[src/common/pfhc_cfg.svh]
// Timing counts, widths and command codes for the parallel flash host controller
`ifndef PFHC_CFG_SVH
`define PFHC_CFG_SVH
// Clock period in ns (20 MHz)
`define PFHC_CLK_NS        50
// Strobe phase lengths in ns; a least time, rounded up to whole cycles
`define PFHC_SETUP_NS      100
`define PFHC_SETUP_CYC     (((`PFHC_SETUP_NS) + (`PFHC_CLK_NS) - 1) / (`PFHC_CLK_NS))
`define PFHC_PULSE_NS      100
`define PFHC_PULSE_CYC     (((`PFHC_PULSE_NS) + (`PFHC_CLK_NS) - 1) / (`PFHC_CLK_NS))
// Longest internal program time in us, and the cycles it spans
`define PFHC_PROG_US       20
`define PFHC_PROG_CYC      (((`PFHC_PROG_US) * 1000) / (`PFHC_CLK_NS))
// Polling timeout: twice the longest program time
`define PFHC_POLL_MAX      (2 * (`PFHC_PROG_CYC))
// Write unlock sequence addresses and data
`define PFHC_UNL_A0        19'h05555
`define PFHC_UNL_D0        8'hAA
`define PFHC_UNL_A1        19'h02AAA
`define PFHC_UNL_D1        8'h55
`define PFHC_UNL_A2        19'h05555
`define PFHC_UNL_D2        8'hA0
// Status bit positions
`define PFHC_POLL_BIT      7
`define PFHC_TOGGLE_BIT    6
// Widest array address (largest density)
`define PFHC_ADDR_W        19
`endif

[src/common/pfhc_pkg.sv]
// Types shared by the parallel flash host controller
package pfhc_pkg;
  // Controller states, Gray coded along the main path
  typedef enum logic [3:0] {
    PFHC_IDLE  = 4'h0,
    PFHC_SETUP = 4'h1,
    PFHC_PULSE = 4'h3,
    PFHC_HOLD  = 4'h2,
    PFHC_RD1   = 4'h6,
    PFHC_RD2   = 4'h7,
    PFHC_DONE  = 4'h5
  } pfhc_state_e;
  // Requested operation
  typedef enum logic [1:0] {
    PFHC_OP_READ = 2'h0,
    PFHC_OP_PROG = 2'h1
  } pfhc_op_e;
endpackage : pfhc_pkg

[src/logic/pfhc_sync.sv]
// Two-flop synchroniser for the returned data bus
`timescale 1ns/100ps
`include "pfhc_cfg.svh"
module pfhc_sync #(
  parameter int W = 8
) (
  input  wire logic         clk,
  input  wire logic         rst_b,
  input  wire logic [W-1:0] din,
  output logic      [W-1:0] dout
);
  logic [W-1:0] meta_ff;  // First stage, read only by second stage
  // ****************************************
  // Synchroniser stages
  // ****************************************
  always_ff @(posedge clk) begin
    if (!rst_b) begin
      meta_ff <= '0;
      dout    <= '0;
    end else begin
      meta_ff <= din;
      dout    <= meta_ff;
    end
  end
endmodule : pfhc_sync

[src/logic/pfhc_ctrl.sv]
// Host-side controller driving a byte-wide parallel NOR flash
// Operation
// - Write needs strobe and select both low
// - Read with select and gate both low
// - Caller erases sector before programming byte; controller issues no erase
// - Host writes three unlock bytes first
// - Fourth write carries target address and data
`timescale 1ns/100ps
`include "pfhc_cfg.svh"
module pfhc_ctrl #(
  parameter int ADDR_W   = 17,                 // 17/18/19 for the three densities
  parameter int POLL_MAX = `PFHC_POLL_MAX      // Polling timeout, cycles
) (
  input  wire logic              clk,
  input  wire logic              rst_b,
  input  wire logic              req,
  input  wire logic              req_prog,
  input  wire logic [ADDR_W-1:0] req_addr,
  input  wire logic [7:0]        req_data,
  output logic                   busy,
  output logic                   done,
  output logic                   fail,
  output logic [7:0]             rd_data,
  output logic                   flash_ce_b,
  output logic                   flash_oe_b,
  output logic                   flash_we_b,
  output logic [ADDR_W-1:0]      flash_addr,
  output logic [7:0]             byte_data_lines_o,
  output logic                   byte_data_lines_oe,
  input  wire logic [7:0]        byte_data_lines_i
);
  localparam int SW = 3;                                 // Phase counter width
  localparam int PW = $clog2(POLL_MAX + 1);              // Poll counter width
  localparam logic [SW-1:0] SETUP_N = SW'(`PFHC_SETUP_CYC);
  localparam logic [SW-1:0] PULSE_N = SW'(`PFHC_PULSE_CYC);
  localparam logic [PW-1:0] POLL_N  = PW'(POLL_MAX);

  pfhc_pkg::pfhc_state_e state_ff, nxt_state;   // Sequencer state
  pfhc_pkg::pfhc_op_e    op_ff;                 // Operation in progress
  logic [SW-1:0]         ph_ff;                 // Phase cycle count
  logic [1:0]            wr_ff;                 // Write cycle index 0..3
  logic [PW-1:0]         poll_ff;               // Polling cycles used
  logic [7:0]            tgt_ff;                // Byte being programmed
  logic [ADDR_W-1:0]     tgt_a_ff;              // Target address
  logic [7:0]            prev_ff;               // Previous status read
  logic                  ok_ff;                 // Completion seen at last status read
  logic [7:0]            din_s;                 // Synchronised data bus

  // ****************************************
  // Data bus synchroniser
  // ****************************************
  pfhc_sync #(.W(8)) u_sync (
    .clk  (clk),
    .rst_b(rst_b),
    .din  (byte_data_lines_i),
    .dout (din_s)
  );

  // ****************************************
  // Decode
  // ****************************************
  wire logic ph_end   = (ph_ff == PULSE_N);                     // Phase length reached
  wire logic set_end  = (ph_ff == SETUP_N);                     // Setup length reached
  wire logic last_wr  = (wr_ff == 2'h3);                        // Fourth write done
  wire logic is_prog  = (op_ff == pfhc_pkg::PFHC_OP_PROG);
  // Bit 6 stops toggling and bit 7 matches the target data bit 7 once programmed
  wire logic stable   = (din_s[`PFHC_TOGGLE_BIT] == prev_ff[`PFHC_TOGGLE_BIT]) &&
                        (din_s[`PFHC_POLL_BIT] == tgt_ff[`PFHC_POLL_BIT]);
  wire logic timeout  = (poll_ff == POLL_N);
  // Unlock sequence words, then target for the fourth write
  wire logic [ADDR_W-1:0] wr_addr =
      (wr_ff == 2'h0) ? ADDR_W'(`PFHC_UNL_A0) :
      (wr_ff == 2'h1) ? ADDR_W'(`PFHC_UNL_A1) :
      (wr_ff == 2'h2) ? ADDR_W'(`PFHC_UNL_A2) : tgt_a_ff;
  wire logic [7:0] wr_data =
      (wr_ff == 2'h0) ? `PFHC_UNL_D0 :
      (wr_ff == 2'h1) ? `PFHC_UNL_D1 :
      (wr_ff == 2'h2) ? `PFHC_UNL_D2 : tgt_ff;

  // ****************************************
  // Next state
  // ****************************************
  always_comb begin
    nxt_state = state_ff;
    unique case (state_ff)
      pfhc_pkg::PFHC_IDLE:  if (req) nxt_state = pfhc_pkg::PFHC_SETUP;
      pfhc_pkg::PFHC_SETUP: if (set_end) nxt_state = pfhc_pkg::PFHC_PULSE;
      pfhc_pkg::PFHC_PULSE: if (ph_end) nxt_state = is_prog ? pfhc_pkg::PFHC_HOLD : pfhc_pkg::PFHC_DONE;
      pfhc_pkg::PFHC_HOLD: begin
        // After the fourth write, only status reads follow
        if (set_end) nxt_state = last_wr ? pfhc_pkg::PFHC_RD1 : pfhc_pkg::PFHC_SETUP;
      end
      pfhc_pkg::PFHC_RD1:   if (ph_end) nxt_state = pfhc_pkg::PFHC_RD2;
      pfhc_pkg::PFHC_RD2: begin
        // Decide on the status taken while the read pulse still stood
        if (set_end && (ok_ff || timeout)) nxt_state = pfhc_pkg::PFHC_DONE;
        else if (set_end) nxt_state = pfhc_pkg::PFHC_RD1;
      end
      pfhc_pkg::PFHC_DONE:  nxt_state = pfhc_pkg::PFHC_IDLE;
      default:              nxt_state = pfhc_pkg::PFHC_IDLE;
    endcase
  end

  // ****************************************
  // State and counters
  // ****************************************
  always_ff @(posedge clk) begin
    if (!rst_b) begin
      state_ff <= pfhc_pkg::PFHC_IDLE;
      ph_ff    <= '0;
    end else begin
      state_ff <= nxt_state;
      ph_ff    <= (nxt_state != state_ff) ? '0 : ph_ff + SW'(1);
    end
  end

  // Request capture and write index
  always_ff @(posedge clk) begin
    if (!rst_b) begin
      op_ff    <= pfhc_pkg::PFHC_OP_READ;
      tgt_ff   <= 8'h00;
      tgt_a_ff <= '0;
      wr_ff    <= 2'h0;
    end else if (state_ff == pfhc_pkg::PFHC_IDLE && req) begin
      // Caller keeps the target sector erased before a program
      op_ff    <= req_prog ? pfhc_pkg::PFHC_OP_PROG : pfhc_pkg::PFHC_OP_READ;
      tgt_ff   <= req_data;
      tgt_a_ff <= req_addr;
      wr_ff    <= 2'h0;
    end else if (state_ff == pfhc_pkg::PFHC_HOLD && set_end && !last_wr) begin
      wr_ff <= wr_ff + 2'h1;
    end
  end

  // Status history and poll budget
  // Status is taken at the end of the read pulse, before the bus is released
  always_ff @(posedge clk) begin
    if (!rst_b) begin
      prev_ff <= 8'h00;
      ok_ff   <= 1'b0;
      poll_ff <= '0;
    end else if (state_ff == pfhc_pkg::PFHC_IDLE) begin
      ok_ff   <= 1'b0;
      poll_ff <= '0;
    end else if (state_ff == pfhc_pkg::PFHC_RD1 && ph_end) begin
      prev_ff <= din_s;
      ok_ff   <= stable;
      if (!timeout) poll_ff <= poll_ff + PW'(1);
    end else if (state_ff == pfhc_pkg::PFHC_RD1 || state_ff == pfhc_pkg::PFHC_RD2) begin
      if (!timeout) poll_ff <= poll_ff + PW'(1);
    end
  end

  // ****************************************
  // Pin drive: all outputs registered
  // ****************************************
  wire logic wr_ph   = is_prog && (state_ff == pfhc_pkg::PFHC_SETUP || state_ff == pfhc_pkg::PFHC_PULSE);
  wire logic rd_ph   = (!is_prog && (state_ff == pfhc_pkg::PFHC_SETUP || state_ff == pfhc_pkg::PFHC_PULSE)) ||
                       state_ff == pfhc_pkg::PFHC_RD1;
  wire logic nxt_wr  = is_prog && nxt_state == pfhc_pkg::PFHC_PULSE;
  wire logic nxt_rd  = (!is_prog && nxt_state == pfhc_pkg::PFHC_PULSE) || nxt_state == pfhc_pkg::PFHC_RD1;
  always_ff @(posedge clk) begin
    if (!rst_b) begin
      flash_ce_b         <= 1'b1;
      flash_oe_b         <= 1'b1;
      flash_we_b         <= 1'b1;
      flash_addr         <= '0;
      byte_data_lines_o  <= 8'h00;
      byte_data_lines_oe <= 1'b0;
    end else begin
      // Select low during any access, high otherwise for standby
      flash_ce_b         <= !(nxt_wr || nxt_rd || wr_ph);
      flash_oe_b         <= !nxt_rd;
      flash_we_b         <= !nxt_wr;
      flash_addr         <= is_prog && !rd_ph ? wr_addr : tgt_a_ff;
      byte_data_lines_o  <= wr_data;
      byte_data_lines_oe <= wr_ph || nxt_wr;
    end
  end

  // Result outputs
  always_ff @(posedge clk) begin
    if (!rst_b) begin
      busy    <= 1'b0;
      done    <= 1'b0;
      fail    <= 1'b0;
      rd_data <= 8'h00;
    end else begin
      busy <= (nxt_state != pfhc_pkg::PFHC_IDLE);
      done <= (nxt_state == pfhc_pkg::PFHC_DONE);
      if (state_ff == pfhc_pkg::PFHC_PULSE && !is_prog && ph_end) rd_data <= din_s;
      if (state_ff == pfhc_pkg::PFHC_RD2 && nxt_state == pfhc_pkg::PFHC_DONE) fail <= !ok_ff;
    end
  end

  // ****************************************
  // Assertions
  // ****************************************
  a_no_contention: assert property (@(posedge clk) disable iff (!rst_b)
    !(!flash_oe_b && byte_data_lines_oe)) else $error("data driven during read");
  a_we_needs_ce: assert property (@(posedge clk) disable iff (!rst_b)
    !flash_we_b |-> !flash_ce_b) else $error("write strobe without select");
  a_data_stable_we: assert property (@(posedge clk) disable iff (!rst_b)
    !flash_we_b |=> byte_data_lines_oe) else $error("data dropped before strobe rise");
  a_four_writes: assert property (@(posedge clk) disable iff (!rst_b)
    (state_ff == pfhc_pkg::PFHC_RD1 && $past(state_ff) == pfhc_pkg::PFHC_HOLD) |-> wr_ff == 2'h3)
    else $error("poll before four writes");
  a_poll_bound: assert property (@(posedge clk) disable iff (!rst_b)
    poll_ff <= POLL_N) else $error("poll counter overrun");
  a_done_pulse: assert property (@(posedge clk) disable iff (!rst_b)
    done |=> !done) else $error("done longer than one cycle");
  a_idle_pins: assert property (@(posedge clk) disable iff (!rst_b)
    (state_ff == pfhc_pkg::PFHC_IDLE && $past(state_ff) == pfhc_pkg::PFHC_IDLE) |-> flash_ce_b && flash_we_b)
    else $error("pins active while idle");
  a_ignore_req: assert property (@(posedge clk) disable iff (!rst_b)
    (busy && req && state_ff != pfhc_pkg::PFHC_IDLE) |=> $stable(tgt_ff)) else $error("request taken while busy");
  c_prog: cover property (@(posedge clk) disable iff (!rst_b) done && is_prog && !fail);
  c_read: cover property (@(posedge clk) disable iff (!rst_b) done && !is_prog);
  c_fail: cover property (@(posedge clk) disable iff (!rst_b) fail);
endmodule : pfhc_ctrl

[config.mk]
export PLATFORM = sky130hd
export DESIGN_NAME = pfhc_ctrl
export DESIGN_NICKNAME = d
export VERILOG_FILES = /design/src/common/pfhc_pkg.sv /design/src/logic/pfhc_sync.sv /design/src/logic/pfhc_ctrl.sv
export VERILOG_INCLUDE_DIRS = /design/src /design/src/common
export SDC_FILE = /design/constraint.sdc
export NUM_CORES = 1
export LEC_CHECK = 0
export ABC_AREA = 1
export BUFFER_PORTS_ARGS = -buffer_cell sky130_fd_sc_hd__buf_4
export CAP_MARGIN = 25
export CORE_ASPECT_RATIO = 1.4
export CORE_MARGIN = 5
export CORE_UTILIZATION = 53
export CTS_CLUSTER_SIZE = 16
export DETAILED_ROUTE_END_ITERATION = 8
export GPL_TIMING_DRIVEN = 0
export PLACE_DENSITY = 0.78
export SYNTH_ARGS = -nofsm -noshare
export SYNTH_HDL_FRONTEND = slang
export SYNTH_SLANG_ARGS = --single-unit
[constraint.sdc]
create_clock -name clk -period 3 [get_ports clk]
set_clock_uncertainty 0.1 [all_clocks]
set_input_delay 0.45 -clock clk [delete_from_list [all_inputs] [get_ports clk]]
set_output_delay 0.45 -clock clk [all_outputs]
set_load 0.03 [all_outputs]
======== Word-level counts from Yosys, hierarchy flattened ========
Index checks and enable logic that the tools add are counted.
storage, ports and cells
  bits in registers ....................... 110
  output and inout bits ................... 40
  word-level logic and storage cells ...... 103
operators by class
  add/subtract/negate cells ............... 3
  equal/unequal tests ..................... 17
  mux-type cells .......................... 21
  bitwise gates (word level) .............. 2
  reductions and logical operators ........ 38
operators with widths
  kind                                            count
  2-to-1 mux 17 bit                               4
  2-to-1 mux 10 bit                               3
  2-to-1 mux 4 bit                                7
  2-to-1 mux 8 bit                                3
  one-hot mux 4 bit (6 select lines)              1
  == test 4 x 3 -> 1 bit (second input constant)  4
  logical AND 1 bit                               14
  == test 4 x 2 -> 1 bit (second input constant)  3
  adder 10 x 1 -> 10 bit (second input constant)  1
  == test 10 bit (second input constant)          1
  logical OR 1 bit                                8
  OR reduction 2 bit                              4
  logical NOT 1 bit                               7
  2-to-1 mux 3 bit                                2
  == test 2 x 1 -> 1 bit (second input constant)  2
  == test 2 bit (second input constant)           2
  == test 4 x 1 -> 1 bit (second input constant)  1
  logical NOT 4 bit                               1
  inequality test 4 bit                           1
  nonzero test 4 bit                              1
  adder 3 x 1 -> 3 bit (second input constant)    1
  == test 3 x 2 -> 1 bit (second input constant)  1
  adder 2 x 1 -> 2 bit (second input constant)    1
  == test 1 bit                                   2
  5 further kinds                                 6

======== Logic depth before layout (Yosys ltp) ========
  depth after elaboration ................. 11
  depth in mapped cells ................... 12
  mapped depth without buffers ............ 12

======== By module ========
Synthesis repeated with hierarchy kept, for this count alone.
unflattened totals
  cell total of the unflattened synthesis .. 486
  area total of the unflattened synthesis .. 3911.3 um^2
by module, submodules not included
  module     times used  cells an instance  area each (um^2)  sequential area each (um^2)
  pfhc_ctrl  1           436                3427.0            1741.7
  pfhc_sync  1           50                 484.2             320.3

======== Worst setup path before layout ========
No wires, ideal clock.
  path type ............................... register -> register
  start point ............................. register ph_ff[0]
  end point ............................... register flash_oe_b
  arrival time ............................ 1.457 ns
  data required time ...................... 2.775 ns
  slack ................................... 1.318 ns
  stages on the path, launching flop included .. 12
  buffers on the path ..................... 0
  clock period less this slack ............ 1.682 ns
  cells stage by stage .................... dfxtp_1 -> inv_1 -> ha_1 -> inv_1 -> nor2_1 -> nand3_1 -> nand2_2 -> nor2_4 -> nand3_4 -> nand3_2 -> o21ai_1 -> nand2_1
between the ends
  cells in the longest elaborated chain, start to end .. 8
  elaborated cells on any way between the ends .. 14
ends and longest elaborated chain
  item                                                   RTL line                          RTL
  start: declaration                                     pfhc_ctrl.sv:40                   logic [SW-1:0] ph_ff;
  start signal: assignment                               pfhc_ctrl.sv:113                  ph_ff <= (nxt_state != state_ff) ? '0 : ph_ff + SW'(1);
  == test 3 x 2 -> 1 bit *                               pfhc_ctrl.sv:62, pfhc_ctrl.sv:63
  2-to-1 mux 4 bit or logical AND 1 bit (tied branches)  pfhc_ctrl.sv:97, pfhc_ctrl.sv:96
  2-to-1 mux 4 bit                                       pfhc_ctrl.sv:96                   if (set_end && (ok_ff || timeout)) nxt_state = pfhc_pkg::PFHC_DONE;
  one-hot mux 4 bit (6 select lines) *                   pfhc_ctrl.sv:85                   unique case (state_ff)
  == test 4 x 2 -> 1 bit                                 pfhc_ctrl.sv:161                  wire logic nxt_rd = (!is_prog && nxt_state == pfhc_pkg::PFHC_PULSE) || nxt_state == pfhc_pkg::PFHC_RD1;
  logical AND 1 bit                                      pfhc_ctrl.sv:161
  logical OR 1 bit *                                     pfhc_ctrl.sv:161
  logical NOT 1 bit *                                    pfhc_ctrl.sv:173                  flash_oe_b <= !nxt_rd;
  end signal: assignment                                 pfhc_ctrl.sv:173
  end: declaration                                       pfhc_ctrl.sv:25                   output logic flash_oe_b,
Mark *: on every way between the ends. The rest lies on a longest branch, timed or not.
A chain may end at the register's enable or synchronous reset.

======== Worst setup path in the final report ========
Same ends and word-level chain as after synthesis.

==> results.yml <==
status:
  status: "completed"
clock_tree:
  cts-hold-fix-buffers: 0
  cts-htree-levels: 3
  cts_tree: "yes"
  numCtsBuffers: 9
  cts.sinks: 103
  cts.reportedPaths.clkPinSlew_ps: 100
  postCtsResizedCells: 0
  ctsRootBufferMaster: "clkbuf_8"
  insertion_delay_ps: 370
  cts.path.max_buffers: 2
  post-cts-setup-buffers: 0
sta:
  period_minus_slack_ps: 2060
  fmax_ghz: 0.485
  hold_viol_final: 0
  setup_viol: 0
  worstMarginPinSlew_ps: 569
  hold_slack_ps: 155
  fin_crit_sh: 0.687
  fin_tns_setup_ps: 0
  relSlewSlack: 0.621
  rsz0062_at_grt: "false"
  drv_slew: 0
routing:
  vias_per_cell: 4.91
  ant_nets: 0
  drt_iter0_markers: 179
  vias: 3312
  dr.pass1.iters: 4
  wl_per_cell_um: 12.9
  wirelength_mm: 8.72
  drc: 0
setup_path:
  crit_path_end_kind: "flop"
  arrival_ps: 2210
  rrSetupSlack_ps: 940
  crit_path_start_kind: "flop"
  crit_required_ps: 3150
  worstSetupPathType: "flop to flop"
  crit_fanout: 5
placement:
  io_buffer_count: 76
  gp_congestion: 0.915
  hpwl_mm: 6.69
pwr:
  power.leakage_nw: 2.16
  powerDensity_nw_per_um2: 523
  peakVddDrop_mv: 0.410
global_routing:
  grt_pass1_wl_mm: 14.9
  grt_max_degree: 18
  grt_use_total: 0.208
  grt_overflow: 0
  grt_pass1_vias: 3308
  antenna_found_initial: 0
logic_synthesis:
  synth_area_leaders: "dfxtp_1 (53%), a21oi_1 (7.9%), nand2_1 (7.0%), inv_1 (6.7%), o21ai_0 (5.9%)"
  async_flop_share: 0
  synth_edf_count: 0
  ys_seq_area_frac: 0.526
  netlist_instances: 485
  synth_area_leader_cell: "dfxtp_1"
  yosysWarnings: 0
  synth_top_area_frac: 0.526
  ys.flop_type: "dfxtp_1"
  synth_nets: 530
  ys_types: 34
  syn_area_sq_um: 3920
  ys_ff_latch: 103
  avgSynthCellArea_sq_um: 8.09
floorplanning:
  rows: 37
  start_util: 0.540
  dieHeight_um: 112
  ios: 77
  die_x_um: 82.7
  die-area_sq_um: 9250
  core_area_sq_um: 7270
layout:
  fin_nets: 617
  num_antenna_cells: 0
  drive_gt1_frac: 0.217
  area_growth_pct: 22.5
  n_fill_cell: 643
  postLayoutCoreUtil: 0.661
flow_run:
  drv_cap: 0
min_path:
  hold_path.class: "primary input to flop"
layout make-up:
class | count | area, sq um | share of cell area
Timing Repair Buffer | 76 | 571 | 0.119
Clock buffer | 11 | 151 | 0.0315
Inverter | 75 | 282 | 0.0586
Buffer | 15 | 61.3 | 0.0128
Tap cell | 97 | 121 | 0.0253
Clock inverter | 5 | 38.8 | 0.00807
Multi-Input combinational cell | 292 | 1520 | 0.316
Sequential cell | 103 | 2060 | 0.429
metal layers:
metal,track usage,up-vias,wire (um)
met1,0.230,1502,3390
li1,-,1712,-
met3,0.0566,17,515
met4,0.0960,0,255
met5,0,-,0
met2,0.360,81,4560
logic make-up after synthesis:
kind of cell | count (synthesis) | synth area share
other | 1 | 0.000956
adders and majority gates | 8 | 0.0255
xor gates and xnor gates | 4 | 0.00893
buffers and inverters | 90 | 0.0874
DFF | 103 | 0.526
AOI/OAI and AO/OA | 115 | 0.151
and+or+nand+nor | 164 | 0.201
worst max-delay path, cell delays in order, from the launching register on:
cell and delay (ps):
dfxtp_1 350, inv_1 60, ha_1 160, inv_1 40, nor2_1 310, nand2_1 140
nand3_1 140, nand3b_1 190, inv_1 150, nand3_2 110, o21ai_1 140, nand2_1 60
stage by stage:
stage	area, sq um	power (W)	instances	setup slack, ps
after floorplan	3920	0.00162	485	1320
after global placement	4610	0.00171	658	969
after detailed placement	4610	0.00172	658	966
after CTS	4800	0.00253	674	928
after global routing	4800	0.00263	674	754
final	4800	0.00251	674	940
cells in the mapped netlist, types with 5 or more instances:
master and count:
nor3_1 7, inv_2 5, ha_1 8, clkbuf_1 11
nor2_1 43, nand2_2 6, nor3_2 5, nand3_1 12
o21ai_0 46, nand2_1 73, dfxtp_1 103, a21oi_1 62
inv_1 70
flip-flops by register name (all words and copies together), names as in the netlist, 4 cells and up:
signal and count:
byte_data_lines_o 8, flash_addr 17, poll_ff 10, rd_data 8
state_ff 4, tgt_a_ff 17, tgt_ff 8, u_sync.dout 8
u_sync.meta_ff 8
layout by cell type, fill, tap and decap left out, types with 3 or more instances in the layout:
cell	count
nand4_1	3
clkbuf_1	11
inv_2	5
xnor2_1	3
nor3_1	7
a21oi_1	62
dfxtp_1	103
ha_1	8
nor2_2	4
nand2_1	73
inv_1	70
o21ai_0	46
nor2_1	43
buf_4	77
nand3_1	12
nand2_2	6
nor3_2	5
clkbuf_8	11
where the power goes:
group	leakage [nW]	total, W	internal [W]	switching (W)
combinational	1.22	0.000239	0.0000954	0.000144
sequential	0.843	0.00145	0.00142	0.0000235
clock	0.102	0.000828	0.000355	0.000474
total	2.16	0.00251	0.00187	0.000641
worst paths after layout:
path	startpoint	end	depth (start not counted)
worst max-delay path	ph_ff[0]$_SDFF_PP0_	flash_oe_b$_SDFF_PN1_	11
worst min-delay path	byte_data_lines_i[7]	u_sync.meta_ff[7]$_SDFF_PN0_	3
worst max register to register	ph_ff[0]$_SDFF_PP0_	flash_oe_b$_SDFF_PN1_	11
worst min register to register	u_sync.meta_ff[1]$_SDFF_PN0_	u_sync.dout[1]$_SDFF_PN0_	2
Power figures use the tool's default switching activity.
